**src/include/cmpc_pkg.sv**
```systemverilog
// Purpose: Shared constants and types for the clock mode and power control block
// Assumes: One oscillator clock, register port with one-cycle read latency
// Notes: Offsets are register indices on the plain register port
package cmpc_pkg;
    // ------------------------------------------------------------
    // Register map
    // ------------------------------------------------------------
    localparam logic [1:0] ADDR_CLK_DIV_CFG = 2'h0;
    localparam logic [1:0] ADDR_PWR_CTRL = 2'h1;
    localparam logic [1:0] ADDR_STATUS = 2'h2;
    localparam logic [7:0] CLK_DIV_CFG_RESET = 8'h00;
    localparam logic [7:0] CLK_DIV_CFG_MASK = 8'h7f;
    localparam int BIT_CPU_X = 0;
    localparam int BIT_IDLE_REQ = 0;
    localparam int BIT_PD_REQ = 1;
    // ------------------------------------------------------------
    // Timing
    // ------------------------------------------------------------
    localparam logic [3:0] DIV_FAST = 4'h6;
    localparam logic [3:0] DIV_SLOW = 4'hc;
    localparam logic [4:0] RST_HOLD_FAST = 5'h0c;
    localparam logic [4:0] RST_HOLD_SLOW = 5'h18;
    localparam int NUM_PERIPH = 6;
    typedef enum logic [1:0] {
        CMPC_RUN = 2'b00,
        CMPC_IDLE = 2'b01,
        CMPC_PD = 2'b11,
        CMPC_WAKE = 2'b10
    } cmpc_state_type;
    typedef struct packed {
        logic [1:0] addr;
        logic [7:0] wdata;
        logic wr;
        logic rd;
    } cmpc_bus_type;
endpackage

```
**src/cmpc_top.sv**
```systemverilog
// Purpose: Clock rate selection, reset qualification and low-power sequencing
// Assumes: One oscillator clock clk_sys; no derived clocks are made
// Notes: Enables are one-cycle strobes; peripheral order wd, ca, ser, t2, t1, t0
//
// Chosen here: the placing of the registers and the plain strobed port.
`timescale 1ns/100ps
module cmpc_top (
    input wire logic clk_sys,
    input wire logic rst_n,
    input wire logic reset_pin,
    input wire logic double_speed_fuse,
    input wire logic external_access_pin,
    input wire logic ext_irq_0_n,
    input wire logic ext_irq_1_n,
    input wire logic irq_pending,
    input wire logic serial_fixed_mode,
    input wire logic [1:0] reg_addr,
    input wire logic [7:0] reg_wdata,
    input wire logic reg_wr,
    input wire logic reg_rd,
    output logic [7:0] reg_rdata,
    output logic core_reset,
    output logic port_reset,
    output logic ea_latched,
    output logic cpu_run,
    output logic osc_enable,
    output logic machine_cycle_en,
    output logic watchdog_clk_en,
    output logic counter_array_clk_en,
    output logic serial_clk_en,
    output logic timer2_clk_en,
    output logic timer1_clk_en,
    output logic timer0_clk_en,
    output logic double_speed_active
);
    cmpc_pkg::cmpc_bus_type bus;
    cmpc_pkg::cmpc_state_type state, next_state;
    logic [7:0] clock_divider_config;
    logic [1:0] pwr_ctrl;
    logic [3:0] cnt6;
    logic half;
    logic [4:0] rst_cnt;
    logic rst_s1, rst_s2, i0_s1, i0_s2, i1_s1, i1_s2, ea_s1, ea_s2;
    logic rst_acc, rst_acc_q;
    logic [7:0] next_rdata;
    assign bus = '{addr: reg_addr, wdata: reg_wdata, wr: reg_wr, rd: reg_rd};

    // ------------------------------------------------------------
    // Input synchronisers
    // ------------------------------------------------------------
    always_ff @(posedge clk_sys or negedge rst_n) begin
        if (!rst_n) begin
            {rst_s1, rst_s2, i0_s1, i0_s2} <= 4'h0;
            {i1_s1, i1_s2, ea_s1, ea_s2} <= 4'h0;
        end else begin
            {rst_s1, rst_s2} <= {reset_pin, rst_s1};
            {i0_s1, i0_s2} <= {ext_irq_0_n, i0_s1};
            {i1_s1, i1_s2} <= {ext_irq_1_n, i1_s1};
            {ea_s1, ea_s2} <= {external_access_pin, ea_s1};
        end
    end

    // ------------------------------------------------------------
    // Clock mode and dividers
    // ------------------------------------------------------------
    // Fuse overrides register bit; both clear after reset gives 12-clock
    assign double_speed_active = double_speed_fuse
        | clock_divider_config[cmpc_pkg::BIT_CPU_X];
    wire tick6 = (cnt6 == cmpc_pkg::DIV_FAST - 4'h1);
    wire tick12 = tick6 & half;
    // Divider keeps counting in idle so peripherals stay clocked
    always_ff @(posedge clk_sys or negedge rst_n) begin
        if (!rst_n) begin
            cnt6 <= 4'h0;
            half <= 1'b0;
        end else if (osc_enable) begin
            cnt6 <= tick6 ? 4'h0 : cnt6 + 4'h1;
            half <= tick6 ? ~half : half;
        end
    end
    wire mc_tick = double_speed_active ? tick6 : tick12;
    wire [5:0] sel_slow;
    wire [5:0] periph_en;
    // Peripheral bits only honoured while double speed is active
    assign sel_slow = double_speed_active ? clock_divider_config[6:1] : 6'h3f;
    genvar g;
    generate
        for (g = 0; g < cmpc_pkg::NUM_PERIPH; g++) begin : g_en
            assign periph_en[g] = osc_enable & (sel_slow[g] ? tick12 : tick6);
        end
    endgenerate
    assign machine_cycle_en = osc_enable & mc_tick & cpu_run;
    assign timer0_clk_en = periph_en[0];
    assign timer1_clk_en = periph_en[1];
    assign timer2_clk_en = periph_en[2];
    // Variable-rate serial modes take timing from timers instead
    assign serial_clk_en = serial_fixed_mode ? periph_en[3] : 1'b0;
    assign counter_array_clk_en = periph_en[4];
    assign watchdog_clk_en = periph_en[5];

    // ------------------------------------------------------------
    // Reset qualification
    // ------------------------------------------------------------
    wire [4:0] hold_need = double_speed_active ? cmpc_pkg::RST_HOLD_FAST
                                               : cmpc_pkg::RST_HOLD_SLOW;
    always_ff @(posedge clk_sys or negedge rst_n) begin
        if (!rst_n) begin
            rst_cnt <= 5'h00;
            rst_acc_q <= 1'b0;
            ea_latched <= 1'b0;
        end else begin
            rst_cnt <= !rst_s2 ? 5'h00 : (rst_acc ? rst_cnt : rst_cnt + 5'h01);
            rst_acc_q <= rst_acc;
            if (rst_acc_q && !rst_acc)
                ea_latched <= ea_s2;
        end
    end
    // Sticky: clearing the config bit would raise the hold and drop an accepted reset
    assign rst_acc = rst_s2 && ((rst_cnt >= hold_need) || rst_acc_q);
    assign core_reset = rst_acc;
    // Raw pin path, no clock needed
    assign port_reset = reset_pin | ~rst_n;

    // ------------------------------------------------------------
    // Power state
    // ------------------------------------------------------------
    wire irq_low = ~i0_s2 | ~i1_s2;
    always_comb begin
        next_state = state;
        unique case (state)
            cmpc_pkg::CMPC_RUN:
                if (pwr_ctrl[cmpc_pkg::BIT_PD_REQ]) next_state = cmpc_pkg::CMPC_PD;
                else if (pwr_ctrl[cmpc_pkg::BIT_IDLE_REQ]) next_state = cmpc_pkg::CMPC_IDLE;
            cmpc_pkg::CMPC_IDLE:
                if (irq_pending) next_state = cmpc_pkg::CMPC_RUN;
            cmpc_pkg::CMPC_PD:
                if (irq_low) next_state = cmpc_pkg::CMPC_WAKE;
            cmpc_pkg::CMPC_WAKE:
                if (!irq_low) next_state = cmpc_pkg::CMPC_RUN;
        endcase
    end
    // Reset exit from any mode; RAM lives outside and is untouched
    always_ff @(posedge clk_sys or negedge rst_n) begin
        if (!rst_n) begin
            state <= cmpc_pkg::CMPC_RUN;
        end else if (rst_acc) begin
            state <= cmpc_pkg::CMPC_RUN;
        end else begin
            state <= next_state;
        end
    end
    // Oscillator stays off in power down until a waking low level appears or the synchronised reset pin goes high
    assign osc_enable = (state != cmpc_pkg::CMPC_PD) | rst_s2;
    assign cpu_run = (state == cmpc_pkg::CMPC_RUN) & ~rst_acc;

    // ------------------------------------------------------------
    // Registers
    // ------------------------------------------------------------
    wire wr_cfg = bus.wr & (bus.addr == cmpc_pkg::ADDR_CLK_DIV_CFG);
    wire wr_pwr = bus.wr & (bus.addr == cmpc_pkg::ADDR_PWR_CTRL);
    wire leave_mode = (state != cmpc_pkg::CMPC_RUN) & (next_state == cmpc_pkg::CMPC_RUN);
    // Contents hold with no clock edges; reset clears both, and leaving a low-power mode also clears pwr_ctrl
    always_ff @(posedge clk_sys or negedge rst_n) begin
        if (!rst_n) begin
            clock_divider_config <= cmpc_pkg::CLK_DIV_CFG_RESET;
            pwr_ctrl <= 2'h0;
        end else if (rst_acc) begin
            clock_divider_config <= cmpc_pkg::CLK_DIV_CFG_RESET;
            pwr_ctrl <= 2'h0;
        end else begin
            if (wr_cfg)
                clock_divider_config <= bus.wdata & cmpc_pkg::CLK_DIV_CFG_MASK;
            if (leave_mode)
                pwr_ctrl <= 2'h0;
            else if (wr_pwr)
                pwr_ctrl <= bus.wdata[1:0];
        end
    end
    always_comb begin
        next_rdata = 8'h00;
        if (bus.rd) begin
            unique case (bus.addr)
                cmpc_pkg::ADDR_CLK_DIV_CFG: next_rdata = clock_divider_config;
                cmpc_pkg::ADDR_PWR_CTRL: next_rdata = {6'h00, pwr_ctrl};
                cmpc_pkg::ADDR_STATUS: next_rdata = {3'h0, ea_latched, double_speed_active,
                                                     rst_acc, state};
                default: next_rdata = 8'h00;
            endcase
        end
    end
    always_ff @(posedge clk_sys or negedge rst_n) begin
        if (!rst_n) reg_rdata <= 8'h00;
        else reg_rdata <= next_rdata;
    end
endmodule

```
**config.mk**
```make
export PLATFORM = sky130hd
export DESIGN_NAME = cmpc_top
export DESIGN_NICKNAME = d
export VERILOG_FILES = /design/src/include/cmpc_pkg.sv /design/src/cmpc_top.sv
export SDC_FILE = /design/constraint.sdc
export NUM_CORES = 1
export LEC_CHECK = 0
export ABC_AREA = 0
export BUFFER_PORTS_ARGS = -buffer_cell sky130_fd_sc_hd__buf_2
export CORE_MARGIN = 5
export CORE_UTILIZATION = 42
export DETAILED_ROUTE_END_ITERATION = 12
export HOLD_SLACK_MARGIN = 0.08
export PLACE_DENSITY = 0.69
export SYNTH_ARGS = -nofsm -noshare
export SYNTH_HDL_FRONTEND = slang
export SYNTH_SLANG_ARGS = --single-unit
```
**constraint.sdc**
```tcl
create_clock -name clk_sys -period 4.7 [get_ports clk_sys]
set_clock_uncertainty 0.15 [all_clocks]
set_input_delay 0 -clock clk_sys [delete_from_list [all_inputs] [get_ports clk_sys]]
set_output_delay 0 -clock clk_sys [all_outputs]
set_load 0.05 [all_outputs]
```
Yosys cells after proc, flatten, opt, wreduce, memory -nomap -nowiden
Cells that the tools add are included.
- register bits: 40
- add/sub/neg operators: 2
- muxes and demuxes: 27
- magnitude comparators: 1
- eq/ne operators: 8
- bitwise gates (word level): 22
- reduce and logical (&&, ||, !) cells: 11
- operator list (kind ; number):
    two-way mux 8 bit ; 3
    case mux 8 bit (3 select lines) ; 1
    two-way mux 2 bit ; 9
    two-way mux 5 bit ; 3
    AND 1 bit ; 13
    two-way mux 1 bit ; 8
    case mux 2 bit (4 select lines) ; 1
    equality test 2 bit, second input constant ; 3
    zero test 2 bit ; 3
    two-way mux 6 bit ; 1
    adder 5 x 1 -> 5 bit, second input constant ; 1
    >= comparator 5 bit ; 1
    NOT 1 bit ; 5
    adder 4 x 1 -> 4 bit, second input constant ; 1
    equality test 2 x 1 -> 1 bit, second input constant ; 2
    equality test 4 x 3 -> 1 bit, second input constant ; 1
    two-way mux 4 bit ; 1
    != test 2 bit, second input constant ; 2
    OR 1 bit ; 4
    nonzero test 2 bit ; 2
    nonzero test 3 bit ; 1
    logical AND 1 bit ; 2
    AND reduction 2 bit ; 1
    zero test 1 bit ; 1
    logical OR 1 bit ; 1

Depth between registers and ports, before layout
Gate-level depths: netlist of the first run.
- depth after elaboration: 8
- mapped depth: 8
- mapped depth without buffers: 5

Worst setup path after synthesis of the first run
Ideal clock, no wire load.
- kind: flip-flop to output port
- from: register clock_divider_config[0]
- to: output port cpu_run
- data required time: 4.550 ns
- stages on the path, launching flop included: 8
- slack: 1.517 ns
- arrival time: 3.033 ns
- buffers on the path: 2
- cell sequence: dfrtp_1 > or2_2 > clkbuf_1 > ha_1 > or2_1 > buf_6 > a22o_4 > nor3_1
- word-level cells in the longest chain between the ends: 7
- ends and longest elaborated chain (what ; RTL line ; text):
    start: declaration ; cmpc_top.sv:38 ; logic [7:0] clock_divider_config;
    start signal: assignment ; cmpc_top.sv:165 ; clock_divider_config <= cmpc_pkg::CLK_DIV_CFG_RESET;
    start signal: assignment ; cmpc_top.sv:168 ; clock_divider_config <= cmpc_pkg::CLK_DIV_CFG_RESET;
    start signal: assignment ; cmpc_top.sv:172 ; clock_divider_config <= bus.wdata & cmpc_pkg::CLK_DIV_CFG_MASK;
    OR 1 bit ; cmpc_top.sv:68 ; | clock_divider_config[cmpc_pkg::BIT_CPU_X];
    via double_speed_active ; cmpc_top.sv:34 ; output logic double_speed_active
    two-way mux 5 bit ; cmpc_top.sv:104 ; wire [4:0] hold_need = double_speed_active ? cmpc_pkg::RST_HOLD_FAST
    >= comparator 5 bit ; cmpc_top.sv:119 ; assign rst_acc = rst_s2 && ((rst_cnt >= hold_need) || rst_acc_q);
    logical OR 1 bit ; cmpc_top.sv:119 ;
    logical AND 1 bit ; cmpc_top.sv:119 ;
    NOT 1 bit ; cmpc_top.sv:154 ; assign cpu_run = (state == cmpc_pkg::CMPC_RUN) & ~rst_acc;
    AND 1 bit ; cmpc_top.sv:154 ;
    end: declaration ; cmpc_top.sv:25 ; output logic cpu_run,
The timed path passes the listed nets, and every way through them passes these cells.

Final worst setup path of the first run
- from: register clock_divider_config[0]
- to: output port machine_cycle_en
- word-level cells in the longest chain between the ends: 8
- elaborated cells on any way between the ends: 10
- those cells by class: order compare (1); mux (2); bitwise (5); reduce/logical (2)
- ends and longest elaborated chain (what ; RTL line ; text):
    OR 1 bit * ; cmpc_top.sv:68 ;
    two-way mux 5 bit ; cmpc_top.sv:104 ;
    >= comparator 5 bit ; cmpc_top.sv:119 ;
    logical OR 1 bit ; cmpc_top.sv:119 ;
    logical AND 1 bit ; cmpc_top.sv:119 ;
    NOT 1 bit ; cmpc_top.sv:154 ;
    AND 1 bit ; cmpc_top.sv:154 ;
    AND 1 bit * ; cmpc_top.sv:92 ; assign machine_cycle_en = osc_enable & mc_tick & cpu_run;
    end: declaration ; cmpc_top.sv:27 ; output logic machine_cycle_en,
Every way passes the cells marked *; elsewhere a longest branch is shown, timed or not.

==> summary.md, run 1 <==
| Metric | Value |
|---|---|
| Number of buffers added on ports | `39` |
| Syn Area/Cell | `10.58 um^2` |
| Drt via density | `4.915` |
| CTS tree | `yes` |
| # hold bufs at CTS | `19` |
| Synth Cell Area | `1831 um^2` |
| VDD IR max | `0.1793 mV` |
| Worst-path clk slew | `0.07 ns` |
| # H-tree levels | `2` |
| Startpoint Class | `flip-flop` |
| Root buf cell | `clkbuf_8` |
| # resized after CTS | `0` |
| Place WS | `2.314 ns` |
| Synth top area share | `51.95%` |
| CP required | `4.55 ns` |
| Synth cell types | `37` |
| Synth Warn # | `0` |
| Status | `finished, final reports clean` |
| Pwr dens | `427.8 nW/um^2` |
| CTS Buf Count | `5` |
| Register Area | `950.9 um^2` |
| Post-synthesis sequential area ratio | `51.95%` |
| Number of flops mapped to enable cells by yosys | `0` |
| Tcrit/Tclk final | `56.75%` |
| Static Leak | `1.149 nW` |
| Crit Path Category | `flip-flop to output port` |
| HPWL after detailed placement | `2645 um` |
| Crit path time final | `2.667 ns` |
| DRT Pass-1 Iters | `4` |
| Share of layout cells above drive strength 1 | `24.35%` |
| Max-cap violations | `0` |
| Vias in the first global route | `1475` |
| R2R Setup Slk | `2.04 ns` |
| Total number of vias | `1386` |
| Cell taking the most area after synthesis | `dfrtp_1` |
| Crit end category | `output port` |
| Final setup vio count | `0` |
| Core Area | `4294 um^2` |
| Initial antenna violation count | `0` |
| Worst-Margin Slew | `0.8234 ns` |
| Fillers | `402` |
| Final Net Count | `254` |
| Slew Limit Headroom | `45.11%` |
| Max Slew Vio Count | `0` |
| Crit path DAT | `2.52 ns` |
| Worst min path class | `input port to flip-flop` |
| Skew-Pair Late Insertion Delay | `0.28 ns` |
| Clk sink count | `38` |
| Final hold vios | `0` |
| WL/cell | `13.07 um` |
| Final wirelength | `3685 um` |
| Largest net degree at the start of global routing | `40` |
| Post-route DRC | `0` |
| Clk buf depth | `2` |
| Fmax achieved | `374.9 MHz` |
| Ant. Diodes | `0` |
| #FFs+latches synth | `38` |
| Die Span Y | `76.02 um` |
| Grt ovf | `0` |
| Setup bufs post-CTS | `0` |
| GRT Util Overall | `14.06%` |
| Layout area overhead | `26.79%` |
| DIE WIDTH | `76.02 um` |
| Placement Cell Area | `2039 um^2` |
| Synth Net Count | `198` |
| Multi-input logic area | `783.3 um^2` |
| Top_reg_cell synth | `dfrtp_1` |
| Largest cells by area after synthesis | `dfrtp_1 (52%), mux2i_1 (9.8%), nor2_1 (3.7%), ha_1 (2.7%), nand2b_1 (2.4%)` |
| Global placer's final weighted congestion | `0.7920` |
| Cells after Synth | `173` |
| Starting Density | `42.63%` |
| Setup repair after global routing missed its margin | `false` |
| Design area | `2321 um^2` |
| DRT antenna net count | `0` |
| Final setup margin | `2.033 ns` |
| TNS Setup | `0 ns` |
| Die area | `5778 um^2` |
| Initial DRC Count | `67` |
| Worst-path fanout max | `15` |
| First-pass GRT wire length | `6734 um` |
| Async S/R FF share, synth | `100.0%` |
| I/O pin count | `42` |
| Site row count | `24` |
## critical path: stages (launching register included)
cell,delay (ns)
dfrtp_1,0.40
or2_2,0.41
ha_1,0.21
or2_1,0.30
a22o_4,0.35
nor4b_2,0.27
buf_2,0.30
## routing by layer
layer / part of all wire [%] / up-vias / track usage (%)
met5: 0 / - / 0
met4: 1.6 / 0 / 4.804
met3: 4.0 / 6 / 3.546
met2: 48 / 27 / 22.95
met1: 47 / 658 / 18.06
li1: - / 695 / -
## report_power, final
part	internal (mW)	switching, mW
registers	0.386	0.0714
logic	0.124	0.184
clock network	0.118	0.109
total	0.628	0.365
## area by class of cell
type / instances / area share [%]
multi-input combinational: 115 / 33.75
clock buffer: 7 / 3.720
timing repair buffer: 59 / 16.93
clock inverter: 1 / 0.2156
inverter: 10 / 1.617
tap: 52 / 2.803
sequential: 38 / 40.97
## sequential cells by signal, indices dropped and copies added, names as in the netlist
name                  flops
i1_s2                     1
rst_cnt                   5
cnt6                      4
ea_s1                     1
ea_s2                     1
pwr_ctrl                  2
i0_s2                     1
state                     2
half                      1
clock_divider_config      7
i0_s1                     1
i1_s1                     1
rst_s2                    1
rst_s1                    1
reg_rdata                 7
rst_acc_q                 1
ea_latched                1
## cells by family after synthesis
family	share of synthesized area, %
AOI/OAI and AO/OA	8.271
xor gates and xnor gates	1.436
adders and majority gates	2.734
buffers and inverters	5.263
DFF	51.95
muxes	11.07
other	0.2049
and+or+nand+nor	19.07
## stage by stage
step | total power, mW | util [%] | std cells | hold slack (ns)
after CTS | 1.003 | 54.05 | 282 | 0.1143
final | 0.9928 | 54.05 | 282 | 0.1010
after detailed placement | 0.7551 | 47.49 | 255 | -0.03904
after global placement | 0.7444 | 47.49 | 255 | -0.04196
after global routing | 1.055 | 54.05 | 282 | 0.1676
after floorplan | 0.6809 | - | 173 | -0.4456
## worst paths after layout
path                       depth (start not counted)                to                    start
max                                                6  machine_cycle_en  clock_divider_config[0]
min                                                4      reg_rdata[3]        double_speed_fuse
max reg2reg                                        6       pwr_ctrl[0]  clock_divider_config[0]
min reg2reg                                        0             i0_s2                    i0_s1
max in group asynchronous                          2       pwr_ctrl[1]                    rst_n
min in group asynchronous                          2        rst_cnt[0]                    rst_n
## cell usage after synthesis, types with 2 or more instances
cell,instances
buf_2,2
nor2_1,18
nand3_1,5
inv_1,10
nand3b_1,2
and3_1,2
mux2i_1,18
a21oi_1,8
clkbuf_1,4
and2_1,3
xnor2_1,2
ha_1,4
nand4_1,2
nor2b_1,3
o2bb2ai_1,3
nor3b_1,2
o21ai_0,4
mux2_2,2
nand2_1,11
buf_6,2
nand2b_1,7
a211oi_1,3
nor3_1,5
dfrtp_1,38
## placed cells by master (no fill, tap or decap), types with 2 or more instances in the layout
| cell type | instances |
|---|---|
| buf_2 | 39 |
| dfrtp_1 | 38 |
| dlygate4sd3_1 | 19 |
| nor2_1 | 18 |
| mux2i_1 | 18 |
| nand2_1 | 11 |
| inv_1 | 10 |
| a21oi_1 | 8 |
| nand2b_1 | 7 |
| clkbuf_8 | 6 |
| nor3_1 | 5 |
| nand3_1 | 5 |
| o21ai_0 | 4 |
| ha_1 | 4 |
| and2_1 | 3 |
| nor2b_1 | 3 |
| o2bb2ai_1 | 3 |
| a211oi_1 | 3 |
| and3_1 | 2 |
| nand4_1 | 2 |
| nor3b_1 | 2 |
| mux2_2 | 2 |
| nand3b_1 | 2 |
| xnor2_1 | 2 |
Note: power is estimated with default switching activity, not from simulation.
==> run 2: changes to the inputs <==
- clock period: 4.7 -> 2.65 ns (I/O delays scaled with it)
==> run 2 against run 1 <==
Compared with the run above: sequential share of layout area fell by 0.78 points; largest power group unchanged; setup slack got worse by 1.9 ns; clock power rose by 77%; utilization rose by 1.0 points; combinational power rose by 84%; power rose by 79%; non-clock buffer count rose by 3; critical path depth did not move; largest cell class unchanged; critical endpoint is now pwr_ctrl[0]; sequential power rose by 77%; routed wire length rose by 0.76%; hold slack got worse by 0.021 ns.
==> summary.md, run 2 (synthesized netlist as in run 1, its figures left out) <==
| Metric | Value |
|---|---|
| Crit end category | `flip-flop` |
| Fillers | `386` |
| HPWL after detailed placement | `2766 um` |
| Tcrit/Tclk final | `95.83%` |
| Grt ovf | `0` |
| Place WS | `0.3488 ns` |
| WL met1 | `1745 um` |
| Initial DRC Count | `51` |
| I/O pin count | `42` |
| CTS Buf Count | `5` |
| Final setup vio count | `0` |
| Biggest regs | `clock_divider_config x7, reg_rdata x7, rst_cnt x5` |
| Status | `finished, final reports clean` |
| Multi-input logic area | `799.5 um^2` |
| DRT antenna net count | `0` |
| Clk sink count | `38` |
| Most common cell after layout, fill and taps aside | `buf_2` |
| TNS Setup | `0 ns` |
| Worst-Margin Slew | `0.5425 ns` |
| Clk buf depth | `2` |
| Total chip power | `1.779 mW` |
| Slew Limit Headroom | `63.84%` |
| WL/cell | `13.03 um` |
| Crit Path Category | `flip-flop to flip-flop` |
| VDD IR max | `0.4237 mV` |
| Pwr dens | `752.1 nW/um^2` |
| Setup bufs post-CTS | `0` |
| Worst-path fanout max | `15` |
| Core Area | `4294 um^2` |
| WL met2 | `1712 um` |
| GRT Util Overall | `13.37%` |
| Crit path time final | `2.539 ns` |
| DRT Pass-1 Iters | `5` |
| Final hold vios | `0` |
| Final setup margin | `0.1105 ns` |
| Total number of vias | `1394` |
| Initial antenna violation count | `0` |
| Final wirelength | `3713 um` |
| Non-filler cells, final | `285` |
| Reg2reg start | `clock_divider_config[0]` |
| Die Span Y | `76.02 um` |
| Skew-Pair Late Insertion Delay | `0.28 ns` |
| Max-cap violations | `0` |
| Worst-path clk slew | `0.07 ns` |
| Reg2Reg Depth | `6` |
| R2R Setup Slk | `0.11 ns` |
| CTS tree | `yes` |
| Final Net Count | `257` |
| Die area | `5778 um^2` |
| Number of buffers added on ports | `39` |
| Worst min path class | `input port to asynchronous set/reset pin` |
| Largest net degree at the start of global routing | `25` |
| Static Leak | `1.167 nW` |
| Root buf cell | `clkbuf_8` |
| Site row count | `24` |
| DP Cell Count | `257` |
| First-pass GRT wire length | `6182 um` |
| Worst hold slack | `0.07956 ns` |
| # H-tree levels | `2` |
| Crit path DAT | `2.61 ns` |
| CP required | `2.72 ns` |
| Layout area overhead | `29.25%` |
| Design area | `2366 um^2` |
| Final core occ | `55.10%` |
| Ant. Diodes | `0` |
| Fmax achieved | `393.8 MHz` |
| Vias in the first global route | `1307` |
| Starting Density | `42.63%` |
| Commonest non-fill, non-tap cells in the layout | `buf_2 (39), dfrtp_1 (38), dlygate4sd3_1 (20)` |
| DIE WIDTH | `76.02 um` |
| Drt via density | `4.891` |
| Post-route DRC | `0` |
| Max layer used | `met4` |
| Startpoint Class | `flip-flop` |
| Placement Cell Area | `2068 um^2` |
| Global placer's final weighted congestion | `0.7950` |
| Met3 Routed Length | `225 um` |
| Max Slew Vio Count | `0` |
| Register Area | `950.9 um^2` |
| Reg-to-Reg End | `pwr_ctrl[0]` |
| Setup repair after global routing missed its margin | `false` |
| Share of layout cells above drive strength 1 | `25.75%` |
==> run 2: final cells by class <==
cell class | instances | share of cell area, %
sequential | 38 | 40.19
inverter | 10 | 1.586
clock buffer | 6 | 3.490
multi-input combinational | 115 | 33.79
clock inverter | 2 | 0.5288
tap | 52 | 2.750
timing repair buffer | 62 | 17.66
==> run 2: worst max path at each step <==
stage               slack (ns)  cells after the start               end               startpoint
finish                    0.11                      6       pwr_ctrl[0]  clock_divider_config[0]
global placement          0.36                      6  machine_cycle_en  clock_divider_config[0]
detailed placement        0.35                      6  machine_cycle_en  clock_divider_config[0]
floorplan                 0.05                      7           cpu_run  clock_divider_config[0]
CTS                       0.04                      6  machine_cycle_en  clock_divider_config[0]
global route              0.02                      6       pwr_ctrl[0]  clock_divider_config[0]
==> run 2: power by group <==
group	leakage (nW)	switching [mW]	internal, mW
Sequential	0.477	0.126	0.685
Combinational	0.643	0.333	0.231
Clock	0.0472	0.195	0.209
==> run 2: routing by layer <==
metal,vias up,track usage [%]
met2,43,20.98
met4,0,6.050
met3,2,3.073
met1,651,17.48
met5,-,0
li1,698,-
==> run 2: critical path, stage by stage, from the launching register on <==
cell	delay, ns
dfrtp_1	0.39
or2_4	0.31
ha_1	0.28
a21bo_2	0.26
a22o_4	0.31
nor3_1	0.21
dlygate4sd3_1	0.57
==> run 2: what timing repair did <==
item                       in CTS  in global routing
hold buffers                   19                  1
resized for setup               0                  1
hold endpoints to repair       59                  1
setup endpoints to repair       0                  2
==> run 3: changes to the inputs <==
- RECOVER_POWER: not set -> 50
==> run 3 against run 2 <==
Compared with the run above: hold slack better by 0.12 ns; first-iteration DRC count is 2.0% higher; final cell count stayed put; register-to-register slack hardly changed; critical path type unchanged; critical endpoint unchanged; largest cell class unchanged.
==> summary.md, run 3 (synthesized netlist as in run 1, its figures left out) <==
| Metric | Value |
|---|---|
| TNS Setup | `0 ns` |
| Combinational Power Share | `31.5%` |
| Layout area overhead | `28.30%` |
| DRT Pass-1 Iters | `5` |
| Worst-path clk slew | `0.07 ns` |
| CTS tree | `yes` |
| Drt via density | `4.905` |
| Biggest regs | `clock_divider_config x7, reg_rdata x7, rst_cnt x5` |
| Grt ovf | `0` |
| Fmax achieved | `394.0 MHz` |
| Startpoint Class | `flip-flop` |
| CTS Buf Count | `5` |
| Final setup vio count | `0` |
| Global placer's final weighted congestion | `0.7950` |
| Number of buffers added on ports | `39` |
| Clk buf depth | `2` |
| Setup repair after global routing missed its margin | `false` |
| Slew Limit Headroom | `13.11%` |
| Final Net Count | `257` |
| Skew-Pair Late Insertion Delay | `0.28 ns` |
| Seq pwr share | `45.6%` |
| Status | `finished, final reports clean` |
| Initial antenna violation count | `0` |
| Worst-Margin Slew | `1.303 ns` |
| P_sw | `0.6572 mW` |
| Final core occ | `54.69%` |
| First-pass GRT wire length | `6182 um` |
| Starting Density | `42.63%` |
| Post-route DRC | `0` |
| Site row count | `24` |
| Worst-path fanout max | `15` |
| Largest net degree at the start of global routing | `25` |
| Fillers | `395` |
| Core Area | `4294 um^2` |
| Tcrit/Tclk final | `95.78%` |
| I/O pin count | `42` |
| Crit Path Category | `flip-flop to flip-flop` |
| Setup bufs post-CTS | `0` |
| Ant. Diodes | `0` |
| HPWL after detailed placement | `2766 um` |
| Initial DRC Count | `52` |
| Crit path time final | `2.538 ns` |
| Die Span Y | `76.02 um` |
| CP required | `2.72 ns` |
| Share of layout cells above drive strength 1 | `20.60%` |
| GRT Util Overall | `13.37%` |
| Commonest non-fill, non-tap cells in the layout | `dfrtp_1 (38), buf_2 (28), dlygate4sd3_1 (20)` |
| P_int | `1.121 mW` |
| # H-tree levels | `2` |
| Crit end category | `flip-flop` |
| Crit path DAT | `2.61 ns` |
| Worst min path class | `flip-flop to flip-flop` |
| Vias in the first global route | `1307` |
| Max-cap violations | `0` |
| Final wirelength | `3718 um` |
| Clk sink count | `38` |
| Net Sw Frac | `36.95%` |
| Clock Power Share | `22.8%` |
| Final hold vios | `0` |
| VDD IR max | `0.4241 mV` |
| Max Slew Vio Count | `0` |
| Root buf cell | `clkbuf_8` |
| WL/cell | `13.05 um` |
| DRT antenna net count | `0` |
| Pwr dens | `757.2 nW/um^2` |
| Die area | `5778 um^2` |
| DIE WIDTH | `76.02 um` |
| Static Leak | `1.122 nW` |
| Total number of vias | `1398` |
| Most common cell after layout, fill and taps aside | `dfrtp_1` |
==> run 3: metal layers <==
layer / track usage [%] / wire length (um) / part of all wire, %
met1: 17.48 / 1765 / 47
met2: 20.98 / 1702 / 46
met3: 3.073 / 210 / 5.6
met4: 6.050 / 39 / 1.0
met5: 0 / 0 / 0
==> run 3: final timing paths <==
kind | slack [ns] | cells past startpoint | end | from
min | 0.20 | 0 | ea_s2 | ea_s1
min reg2reg | 0.20 | 0 | ea_s2 | ea_s1
max in group asynchronous | 0.62 | 3 | rst_cnt[4] | rst_n
max | 0.11 | 6 | pwr_ctrl[0] | clock_divider_config[0]
max reg2reg | 0.11 | 6 | pwr_ctrl[0] | clock_divider_config[0]
min in group asynchronous | 0.37 | 2 | reg_rdata[1] | rst_n
==> run 3: metrics by stage <==
stage,area (um^2),hold WS (ns),power (mW),setup slack (ns),cells
floorplan,1846,-0.4456,1.221,0.04620,173
global placement,2068,-0.1353,1.338,0.3641,257
detailed placement,2068,-0.1334,1.354,0.3488,257
CTS,2354,0.08939,1.788,0.03862,284
global route,2349,0.2136,1.888,0.02369,285
finish,2349,0.2011,1.778,0.1118,285
==> run 3: repair_timing <==
item,CTS,global route
endpoints found under the hold margin,59,1
setup endpoints to repair,0,2
hold buffers,19,1
resized for setup,0,1
==> run 3: power groups by stage <==
stage | sequential, mW | clock [mW] | combinational [mW]
floorplan | 0.784 | 0 | 0.437
global route | 0.829 | 0.440 | 0.619
global placement | 0.816 | 0 | 0.522
CTS | 0.809 | 0.414 | 0.565
detailed placement | 0.821 | 0 | 0.533
finish | 0.812 | 0.406 | 0.560
==> run 3: area by class of cell <==
type | count | area, um^2 | area share [%]
clock buffers | 6 | 82.58 | 3.516
clock inverters | 2 | 12.51 | 0.5328
inverters | 10 | 37.54 | 1.598
multi-input cells | 115 | 799.5 | 34.04
flip-flops and latches | 38 | 950.9 | 40.49
well taps | 52 | 65.06 | 2.770
repair buffers | 62 | 400.4 | 17.05
==> run 3: worst max-delay path, cell delays in order, from the launching register on <==
cell and delay (ns):
dfrtp_1 0.39, or2_4 0.31, ha_1 0.28, a21bo_2 0.26, a22o_4 0.31, nor3_1 0.21
dlygate4sd3_1 0.57
